File: src/rtl/light_cycle_pkg.sv
/*
  constants for the light sensor cycle control: register offsets,
  field positions, reset values and step timing.
  assumes a 10 MHz core clock and byte-wide register access.
*/
package light_cycle_pkg;

  // ------------------------------------------------------------
  // register offsets
  // ------------------------------------------------------------
  localparam logic [7:0] FUNCTION_ENABLE_CTRL = 8'h80;
  localparam logic [7:0] INTEGRATION_LENGTH = 8'h81;
  localparam logic [7:0] IDLE_INTERVAL_LENGTH = 8'h83;
  localparam logic [7:0] LOW_THRESHOLD_LSB = 8'h84;
  localparam logic [7:0] LOW_THRESHOLD_MSB = 8'h85;
  localparam logic [7:0] PERSISTENCE_CTRL = 8'h8C;
  localparam logic [7:0] CONFIG_ZERO = 8'h8D;
  localparam logic [7:0] EVENT_STATUS = 8'h93;
  localparam logic [7:0] EVENT_ENABLE = 8'hDD;

  // ------------------------------------------------------------
  // reset values
  // ------------------------------------------------------------
  localparam logic [7:0] ENABLE_RESET = 8'h00;
  localparam logic [7:0] STEPS_RESET = 8'h00;
  localparam logic [7:0] CONFIG_ZERO_RESET = 8'h80;

  // ------------------------------------------------------------
  // field positions
  // ------------------------------------------------------------
  localparam int POWER_ON_BIT = 0;
  localparam int MEASURE_EN_BIT = 1;
  localparam int WAIT_EN_BIT = 3;
  localparam int LONG_WAIT_BIT = 2;
  localparam int THRESH_EVENT_BIT = 4;
  localparam int THRESH_IRQ_EN_BIT = 4;

  // ------------------------------------------------------------
  // timing
  // ------------------------------------------------------------
  localparam int CLK_PERIOD_NS = 100;
  localparam int STEP_TIME_NS = 2780000;
  localparam int STEP_CYCLES = STEP_TIME_NS / CLK_PERIOD_NS;
  localparam logic [3:0] LONG_WAIT_FACTOR = 4'hC;
  localparam logic [7:0] AUTOZERO_STEPS = 8'h01;
  localparam int COUNTS_PER_STEP = 1024;

  typedef enum logic [1:0] {
    CYC_IDLE = 2'b00,
    CYC_AUTOZERO = 2'b01,
    CYC_INTEGRATE = 2'b10,
    CYC_WAIT = 2'b11
  } cycle_t;

endpackage

File: src/rtl/light_cycle_ctrl.sv
/*
  measurement cycle control of a colour / ambient light sensor:
  enable register, integration and wait down counters, long wait,
  channel-0 low threshold with byte latch, persistence and event pin.
  assumes the serial bus engine delivers byte reads and writes on the
  register port in the clk domain, and the converter holds its
  channel-0 count on chan0Count at the end of each integration.
*/
`timescale 1ns/100ps

// Contract
// - power-on bit starts and stops oscillator
// - wait-enable bit activates the wait timer
// - measure-enable bit turns on light measurement
// - measure and power-on together run autozero (code: only when both are set in one write while power-on was clear)
// - measurement only while power-on is set
// - integration length register, resets to zero
// - integration timer counts down to zero
// - counter decrements every 2.78 ms step
// - integration lasts value plus one steps
// - wait timer counts down to zero
// - wait lasts value plus one steps
// - long wait makes each step twelve times
// - low threshold low byte register, resets zero
// - long wait in config zero bit two
// - low byte latched until high byte written
// - below threshold after persistence sets event
module light_cycle_ctrl #(
  parameter int STEP_CYCLES = light_cycle_pkg::STEP_CYCLES
) (
  // clock and reset
  input wire logic clk,
  input wire logic rst,
  // register port
  input wire logic regWrite,
  input wire logic regRead,
  input wire logic [7:0] regAddr,
  input wire logic [7:0] regWrData,
  output logic [7:0] regRdData,
  output logic regRdValid,
  // converter side
  input wire logic [15:0] chan0Count,
  output logic oscOn,
  output logic autoZeroing,
  output logic integrating,
  output logic waiting,
  output logic sampleTaken,
  // event pin, open drain
  output logic eventPinOut,
  output logic eventPinOe
);

  typedef struct packed {
    logic [7:0] enableReg;
    logic [7:0] intLength;
    logic [7:0] idleLength;
    logic [7:0] lowLatch;
    logic [15:0] lowThreshold;
    logic [3:0] persistence;
    logic [7:0] configZero;
    logic [7:0] eventEnable;
    logic threshEvent;
    logic [5:0] outCount;
    light_cycle_pkg::cycle_t phase;
    logic [31:0] prescale;
    logic [3:0] longCount;
    logic [7:0] downCount;
    logic [7:0] rdData;
    logic rdValid;
    logic sampled;
    logic pinOe;
    logic pinOut;
    logic inAutoZero;
    logic inIntegrate;
    logic inWait;
  } state_t;

  state_t st;
  state_t next_st;

  // ------------------------------------------------------------
  // helpers
  // ------------------------------------------------------------
  // consecutive out-of-range results needed for an event
  function automatic logic [5:0] persistTarget(input logic [3:0] code);
    if (code < 4'h4) begin
      persistTarget = {2'b00, code};
    end else begin
      persistTarget = 6'(({2'b00, code} - 6'h03) * 6'h05);
    end
  endfunction

  // largest count an integration of the given length can give
  function automatic logic [15:0] fullScale(input logic [7:0] steps);
    logic [17:0] span;
    span = 18'(({10'h000, steps} + 18'h00001) * 18'(light_cycle_pkg::COUNTS_PER_STEP));
    if (span > 18'h0FFFF) begin
      fullScale = 16'hFFFF;
    end else begin
      fullScale = 16'(span - 18'h00001);
    end
  endfunction

  logic stepTick;
  logic powerOn;
  logic measureOn;
  logic [15:0] clamped;
  logic [5:0] target;
  logic eventSet;

  always_comb begin
    next_st = st;
    powerOn = st.enableReg[light_cycle_pkg::POWER_ON_BIT];
    measureOn = st.enableReg[light_cycle_pkg::MEASURE_EN_BIT];
    stepTick = 1'b0;
    clamped = chan0Count;
    target = persistTarget(st.persistence);
    eventSet = 1'b0;
    next_st.sampled = 1'b0;
    next_st.rdValid = 1'b0;

    // ------------------------------------------------------------
    // step prescaler
    // ------------------------------------------------------------
    // oscillator runs only with power-on
    if (!powerOn) begin
      next_st.prescale = 32'h00000000;
    end else if (st.prescale == 32'(STEP_CYCLES - 1)) begin
      next_st.prescale = 32'h00000000;
      stepTick = 1'b1;
    end else begin
      next_st.prescale = st.prescale + 32'h00000001;
    end

    // ------------------------------------------------------------
    // measurement cycle
    // ------------------------------------------------------------
    unique case (st.phase)
      light_cycle_pkg::CYC_IDLE: begin
        if (powerOn && measureOn) begin
          next_st.phase = light_cycle_pkg::CYC_INTEGRATE;
          next_st.downCount = st.intLength;
          next_st.prescale = 32'h00000000;
        end
      end
      light_cycle_pkg::CYC_AUTOZERO: begin
        if (stepTick) begin
          if (st.downCount == 8'h00) begin
            next_st.phase = light_cycle_pkg::CYC_INTEGRATE;
            next_st.downCount = st.intLength;
          end else begin
            next_st.downCount = st.downCount - 8'h01;
          end
        end
      end
      light_cycle_pkg::CYC_INTEGRATE: begin
        if (stepTick) begin
          if (st.downCount == 8'h00) begin
            if (chan0Count > fullScale(st.intLength)) begin
              clamped = fullScale(st.intLength);
            end
            next_st.sampled = 1'b1;
            if (clamped < st.lowThreshold) begin
              if (st.outCount != 6'h3F) begin
                next_st.outCount = st.outCount + 6'h01;
              end
              if (st.outCount + 6'h01 >= target) begin
                next_st.threshEvent = 1'b1;
                eventSet = 1'b1;
              end
            end else begin
              next_st.outCount = 6'h00;
              if (st.persistence == 4'h0) begin
                next_st.threshEvent = 1'b1;
                eventSet = 1'b1;
              end
            end
            if (st.enableReg[light_cycle_pkg::WAIT_EN_BIT]) begin
              next_st.phase = light_cycle_pkg::CYC_WAIT;
              next_st.downCount = st.idleLength;
              next_st.longCount = 4'h0;
            end else begin
              next_st.downCount = st.intLength;
            end
          end else begin
            next_st.downCount = st.downCount - 8'h01;
          end
        end
      end
      light_cycle_pkg::CYC_WAIT: begin
        if (stepTick) begin
          if (st.configZero[light_cycle_pkg::LONG_WAIT_BIT] &&
              st.longCount != light_cycle_pkg::LONG_WAIT_FACTOR - 4'h1) begin
            next_st.longCount = st.longCount + 4'h1;
          end else begin
            next_st.longCount = 4'h0;
            if (st.downCount == 8'h00) begin
              next_st.phase = light_cycle_pkg::CYC_INTEGRATE;
              next_st.downCount = st.intLength;
            end else begin
              next_st.downCount = st.downCount - 8'h01;
            end
          end
        end
      end
    endcase

    if (!powerOn || !measureOn) begin
      next_st.phase = light_cycle_pkg::CYC_IDLE;
      next_st.downCount = 8'h00;
      next_st.longCount = 4'h0;
    end

    // ------------------------------------------------------------
    // register writes
    // ------------------------------------------------------------
    if (regWrite) begin
      unique case (regAddr)
        light_cycle_pkg::FUNCTION_ENABLE_CTRL: begin
          next_st.enableReg = regWrData;
          // both set in one write while power-on was clear: autozero first
          if (regWrData[light_cycle_pkg::POWER_ON_BIT] &&
              regWrData[light_cycle_pkg::MEASURE_EN_BIT]) begin
            if (!powerOn) begin
              next_st.phase = light_cycle_pkg::CYC_AUTOZERO;
              next_st.downCount = light_cycle_pkg::AUTOZERO_STEPS - 8'h01;
              next_st.prescale = 32'h00000000;
            end
          end else begin
            next_st.phase = light_cycle_pkg::CYC_IDLE;
            next_st.downCount = 8'h00;
            next_st.longCount = 4'h0;
          end
        end
        light_cycle_pkg::INTEGRATION_LENGTH: next_st.intLength = regWrData;
        light_cycle_pkg::IDLE_INTERVAL_LENGTH: next_st.idleLength = regWrData;
        light_cycle_pkg::LOW_THRESHOLD_LSB: next_st.lowLatch = regWrData;
        light_cycle_pkg::LOW_THRESHOLD_MSB: next_st.lowThreshold = {regWrData, st.lowLatch};
        light_cycle_pkg::PERSISTENCE_CTRL: next_st.persistence = regWrData[3:0];
        light_cycle_pkg::CONFIG_ZERO: next_st.configZero = regWrData;
        light_cycle_pkg::EVENT_ENABLE: next_st.eventEnable = regWrData;
        light_cycle_pkg::EVENT_STATUS: begin
          // write one clears, a new event in the same cycle wins
          if (regWrData[light_cycle_pkg::THRESH_EVENT_BIT] && !eventSet) begin
            next_st.threshEvent = 1'b0;
          end
        end
        default: begin
        end
      endcase
    end

    // ------------------------------------------------------------
    // register reads
    // ------------------------------------------------------------
    if (regRead) begin
      next_st.rdValid = 1'b1;
      unique case (regAddr)
        light_cycle_pkg::FUNCTION_ENABLE_CTRL: next_st.rdData = st.enableReg;
        light_cycle_pkg::INTEGRATION_LENGTH: next_st.rdData = st.intLength;
        light_cycle_pkg::IDLE_INTERVAL_LENGTH: next_st.rdData = st.idleLength;
        light_cycle_pkg::LOW_THRESHOLD_LSB: next_st.rdData = st.lowLatch;
        light_cycle_pkg::LOW_THRESHOLD_MSB: next_st.rdData = st.lowThreshold[15:8];
        light_cycle_pkg::PERSISTENCE_CTRL: next_st.rdData = {4'h0, st.persistence};
        light_cycle_pkg::CONFIG_ZERO: next_st.rdData = st.configZero;
        light_cycle_pkg::EVENT_ENABLE: next_st.rdData = st.eventEnable;
        light_cycle_pkg::EVENT_STATUS: next_st.rdData = 8'({st.threshEvent, 4'h0});
        default: next_st.rdData = 8'h00;
      endcase
    end

    // pin pulled low when enabled event
    next_st.pinOe = next_st.threshEvent &
                    next_st.eventEnable[light_cycle_pkg::THRESH_IRQ_EN_BIT];
    next_st.pinOut = 1'b0;
    // phase flags held in flops for the outputs
    next_st.inAutoZero = (next_st.phase == light_cycle_pkg::CYC_AUTOZERO);
    next_st.inIntegrate = (next_st.phase == light_cycle_pkg::CYC_INTEGRATE);
    next_st.inWait = (next_st.phase == light_cycle_pkg::CYC_WAIT);
  end

  // ------------------------------------------------------------
  // state register
  // ------------------------------------------------------------
  always_ff @(posedge clk or posedge rst) begin
    if (rst) begin
      st <= '0;
      st.enableReg <= light_cycle_pkg::ENABLE_RESET;
      st.intLength <= light_cycle_pkg::STEPS_RESET;
      st.idleLength <= light_cycle_pkg::STEPS_RESET;
      st.configZero <= light_cycle_pkg::CONFIG_ZERO_RESET;
      st.phase <= light_cycle_pkg::CYC_IDLE;
    end else begin
      st <= next_st;
    end
  end

  assign regRdData = st.rdData;
  assign regRdValid = st.rdValid;
  assign oscOn = st.enableReg[light_cycle_pkg::POWER_ON_BIT];
  assign autoZeroing = st.inAutoZero;
  assign integrating = st.inIntegrate;
  assign waiting = st.inWait;
  assign sampleTaken = st.sampled;
  assign eventPinOut = st.pinOut;
  assign eventPinOe = st.pinOe;

endmodule

File: config.mk
export PLATFORM = sky130hd
export DESIGN_NAME = light_cycle_ctrl
export DESIGN_NICKNAME = d
export VERILOG_FILES = /design/src/rtl/light_cycle_pkg.sv /design/src/rtl/light_cycle_ctrl.sv
export SDC_FILE = /design/constraint.sdc
export NUM_CORES = 1
export LEC_CHECK = 0
export BUFFER_PORTS_ARGS = -buffer_cell sky130_fd_sc_hd__buf_2
export CORE_MARGIN = 2
export CORE_UTILIZATION = 55
export CTS_CLUSTER_DIAMETER = 150
export DETAILED_ROUTE_END_ITERATION = 8
export PLACE_DENSITY = 0.81
export SLEW_MARGIN = 15
export SYNTH_ARGS = -nofsm -noshare
export SYNTH_HDL_FRONTEND = slang
export SYNTH_SLANG_ARGS = --single-unit
File: constraint.sdc
create_clock -name clk -period 5.65 [get_ports clk]
set_input_delay 0.8475 -clock clk [delete_from_list [all_inputs] [get_ports clk]]
set_output_delay 0.8475 -clock clk [all_outputs]
set_load 0.005 [all_outputs]
==> impl_summary.log <==
[metrics] sequential area share after synthesis: 41.1%
[metrics] logic depth of the worst setup path including buffers: 19
[metrics] RSZ-0062 raised after global routing: no
[metrics] period utilisation layout: 92.2%
[metrics] slowest cell on the critical path: sky130_fd_sc_hd__or4_1
[metrics] Primary FF master, synth: sky130_fd_sc_hd__dfrtp_1
[metrics] clock edge transition at the registers on the reported setup and hold paths: 60 ps
[metrics] Max-Slew Margin vs Limit: 32.4%
[metrics] peak per-stage delay on the critical path: 540 ps
[metrics] Clk Tree Root Cell: sky130_fd_sc_hd__clkbuf_16
[metrics] Die Area: 15,900 µm²
[metrics] horizontal die dimension: 126 µm
[metrics] footprint of the multi-input gates: 4470 µm²
[metrics] initial antenna violation count: 0
[metrics] crit-path most repeated cell: sky130_fd_sc_hd__ha_1
[metrics] post-DR vias/cell: 6.46
[metrics] core outline area: 14,600 µm²
[metrics] clock buffer count from CTS: 17
[metrics] post-synthesis instance area: 8220 µm²
[metrics] pre-CTS setup slack: 461 ps
[metrics] final setup skew: 8.66 ps
[metrics] area taken by flip-flops and latches: 3380 µm²
[metrics] global route overflow: 0
[metrics] cell accounting for the most synthesized area: sky130_fd_sc_hd__dfrtp_1
[metrics] final count of pins violating max slew: 0
[metrics] register with the most flip-flops: st
[metrics] clock network latency to the later pin of the worst-skew pair: 420 ps
[metrics] top cells by area in the synthesized netlist: sky130_fd_sc_hd__dfrtp_1 41%, sky130_fd_sc_hd__mux2_2 9.5%, sky130_fd_sc_hd__ha_1 5.8%, sky130_fd_sc_hd__nor2_1 3.4%, sky130_fd_sc_hd__xnor2_1 2.3%
[metrics] initial cell density of the core: 56.3%
[metrics] cell count of the worst reg-to-reg path: 19
[metrics] number of register bits inferred by synthesis: 135
[metrics] final worst-path setup slack: 442 ps
[metrics] EDFF count, synth: 0
[metrics] Mapped Avg Cell Area: 9.89 µm²
[metrics] Placement Cell Area: 8540 µm²
[metrics] total routing resource utilization after global routing: 26.5%
[metrics] TNS Setup: 0 ps
[metrics] data arrival time at the worst-slack endpoint: 5570 ps
[metrics] warnings from Yosys: 0
[metrics] ANT cells: 0
[metrics] Worst Max-Slew Pin Slew: 1010 ps
[metrics] Clock H-tree levels: 4
[metrics] count of fill cells added during filler insertion: 1,155
[metrics] via count: 6,846
[metrics] number of design-rule violations left by the first detailed-router iteration: 733
[metrics] Layout Cell Area excl Fill: 9130 µm²
[metrics] Total Wirelength: 20,400 µm
[metrics] highest clock frequency the design can meet: 192 MHz
[metrics] CTS tree: done
[metrics] Bufs and invs on worst path: 0
[metrics] Chip Height: 126 µm
[metrics] wire length of the first global-routing pass: 33,800 µm
[metrics] nature of the critical path startpoint: flip-flop
[metrics] count of boundary I/O pins: 52
[metrics] maximum number of buffers from clock root to sink: 2
[metrics] instance count of the mapped netlist: 831
[metrics] Post-CTS Setup Bufs: 0
[metrics] nets@finish: 938
[metrics] HPWL after DPL: 14,200 µm
[metrics] worst supply voltage drop on vdd: 0.241 mV
[metrics] standard-cell rows: 44
[metrics] drt drc: 0
[metrics] most common cell after layout, fill and taps aside: sky130_fd_sc_hd__dfrtp_1
[metrics] Top Family by Delay on Critical Path: simple AND/OR/NAND/NOR gates
[metrics] outcome: finished, final reports clean
[metrics] via count of the first global-routing pass: 6,858
[metrics] share of synthesized flip-flops with an asynchronous set or reset: 100%
[metrics] class of the most critical hold timing path: flip-flop to flip-flop
[metrics] routed wirelength normalized by instance count: 19.2 µm
[metrics] final setup vio count: 0
[metrics] ratio of cells with drive above 1 in the final layout: 21.0%
[metrics] Worst Hold Path Cells: 1
[metrics] Sinks on Clock Net: 135
[metrics] synth unique cells: 73
[metrics] leakage dissipation: 3.92 nW
[metrics] commonest non-fill, non-tap cells in the layout: 134 x sky130_fd_sc_hd__dfrtp_1, 75 x sky130_fd_sc_hd__nor2_1, 69 x sky130_fd_sc_hd__mux2_2, 50 x sky130_fd_sc_hd__buf_2, 44 x sky130_fd_sc_hd__inv_1
[metrics] Largest register FFs: 119
[metrics] Required @ worst endpoint: 6010 ps
[metrics] power per cell area: 266 nW/µm²
[metrics] nets in the synthesized netlist: 906
[metrics] ANT nets after route: 0
[metrics] Max FO, Critical Path: 21
[metrics] shortest period the worst path allows: 5210 ps
[metrics] cell breakdown of the critical path: ha_1 > nor3_1 > a31oi_1 > nor3b_1 > mux2i_1 > xnor2_1 > nor2_1 > ha_1 > nand4_1 > or4_1 > o31a_1 > or2_2 > ha_1 > a211oi_1 > nor2_1 > o31ai_1 > nand4_1 > o21ai_1 > mux2_2
[metrics] path type of the worst setup path: flip-flop to flip-flop
[metrics] port bufs: 50
[metrics] pin count of the biggest net entering global routing: 101
[metrics] area share of the leading cell type in the synthesized netlist: 40.8%
[metrics] global placer's final weighted congestion: 0.935
[metrics] max-capacitance violation count: 0
[metrics] number of failing hold endpoints at the final stage: 0
[metrics] Setup crit end kind: flip-flop
[metrics] number of optimization iterations in the first detailed-route pass: 9
[metrics] post-synthesis to final-layout area growth: 11.1%
## what timing repair did
| item | 4_1_cts | 5_1_grt |
|---|---|---|
| hold buffers | 0 | 0 |
| gates resized for setup | 0 | 1 |
| setup endpoints to repair | 0 | 4 |
## path summary, 6_finish.rpt
path / start / endpoint / slack, ps
setup / recovery: st[121] / st[61] / 440
hold / removal: st[27] / st[27] / 450
setup reg to reg: st[121] / st[61] / 440
hold reg to reg: st[27] / st[27] / 450
max in group asynchronous: rst / st[94] / 4000
min in group asynchronous: rst / st[57] / 620
## metal layers
| layer | global-route usage (%) | vias to the layer above | part of all wire [%] | wire length, µm |
|---|---|---|---|---|
| met2 | 43.8 | 325 | 48 | 9830 |
| li1 | - | 3133 | - | - |
| met1 | 33.9 | 3326 | 41 | 8330 |
| met4 | 10.5 | 0 | 2.8 | 580 |
| met3 | 6.12 | 62 | 7.9 | 1620 |
| met5 | 0 | - | 0 | 0 |
## logic make-up (layout without fill, tap and decap cells)
family,after synthesis,in the layout,synth area share [%]
AOI/OAI and AO/OA,169,169,14.4
DFF,135,135,41.1
and+or+nand+nor,275,275,18.3
other,1,1,0.0456
muxes,82,82,11.0
buffers and inverters,87,132,4.51
xor gates and xnor gates,43,43,4.58
adders and majority gates,39,39,6.03
## layout make-up
cell class,instances,area share (%)
tap,184,2.52
inverter,46,1.95
sequential,135,37.0
clock buffer,20,5.00
timing repair buffer,54,3.07
multi-input combinational,609,48.9
clock inverter,12,1.52
## synthesized netlist by cell type (5+ instances only)
library cell and instances:
sky130_fd_sc_hd__a211oi_1 6, sky130_fd_sc_hd__a21oi_1 32, sky130_fd_sc_hd__a221oi_1 8, sky130_fd_sc_hd__a22o_1 8, sky130_fd_sc_hd__a22oi_1 20, sky130_fd_sc_hd__a31oi_1 5, sky130_fd_sc_hd__and2_1 6, sky130_fd_sc_hd__and3_1 21
sky130_fd_sc_hd__and4_1 8, sky130_fd_sc_hd__buf_2 5, sky130_fd_sc_hd__buf_4 10, sky130_fd_sc_hd__clkbuf_1 23, sky130_fd_sc_hd__dfrtp_1 134, sky130_fd_sc_hd__ha_1 38, sky130_fd_sc_hd__inv_1 45, sky130_fd_sc_hd__mux2_2 69
sky130_fd_sc_hd__mux2i_1 13, sky130_fd_sc_hd__nand2_1 40, sky130_fd_sc_hd__nand2b_1 7, sky130_fd_sc_hd__nand3_1 28, sky130_fd_sc_hd__nand4_1 20, sky130_fd_sc_hd__nor2_1 75, sky130_fd_sc_hd__nor3_1 16, sky130_fd_sc_hd__nor4_1 10
sky130_fd_sc_hd__nor4_2 5, sky130_fd_sc_hd__o21a_1 5, sky130_fd_sc_hd__o21ai_0 31, sky130_fd_sc_hd__o22ai_1 9, sky130_fd_sc_hd__o31a_1 5, sky130_fd_sc_hd__o31ai_1 6, sky130_fd_sc_hd__or2_2 10, sky130_fd_sc_hd__xnor2_1 22
sky130_fd_sc_hd__xor2_1 21
## power by group
group | switching [mW] | internal, mW | total (mW)
Sequential | 0.0330 | 0.993 | 1.03
Combinational | 0.170 | 0.114 | 0.284
Clock | 0.439 | 0.679 | 1.12
Total | 0.642 | 1.79 | 2.43
## worst register-to-register path, cell delays in order, from the launching register on
cell and delay [ps]:
sky130_fd_sc_hd__dfrtp_1 490, sky130_fd_sc_hd__ha_1 290, sky130_fd_sc_hd__nor3_1 140, sky130_fd_sc_hd__a31oi_1 60
sky130_fd_sc_hd__nor3b_1 260, sky130_fd_sc_hd__mux2i_1 250, sky130_fd_sc_hd__xnor2_1 170, sky130_fd_sc_hd__nor2_1 70
sky130_fd_sc_hd__ha_1 290, sky130_fd_sc_hd__nand4_1 120, sky130_fd_sc_hd__or4_1 540, sky130_fd_sc_hd__o31a_1 300
sky130_fd_sc_hd__or2_2 360, sky130_fd_sc_hd__ha_1 290, sky130_fd_sc_hd__a211oi_1 280, sky130_fd_sc_hd__nor2_1 90
sky130_fd_sc_hd__o31ai_1 250, sky130_fd_sc_hd__nand4_1 320, sky130_fd_sc_hd__o21ai_1 350, sky130_fd_sc_hd__mux2_2 210
## per-stage QoR
step	utilization [%]	instances	hold WS, ps	total power [mW]
after floorplan	-	831	424	1.23
after global placement	58.5	1028	440	1.31
after detailed placement	58.5	1028	446	1.32
after CTS	62.6	1060	453	2.43
after global routing	62.6	1060	484	2.51
final	62.6	1060	447	2.43
No activity file was read; power rests on OpenSTA's default activity.
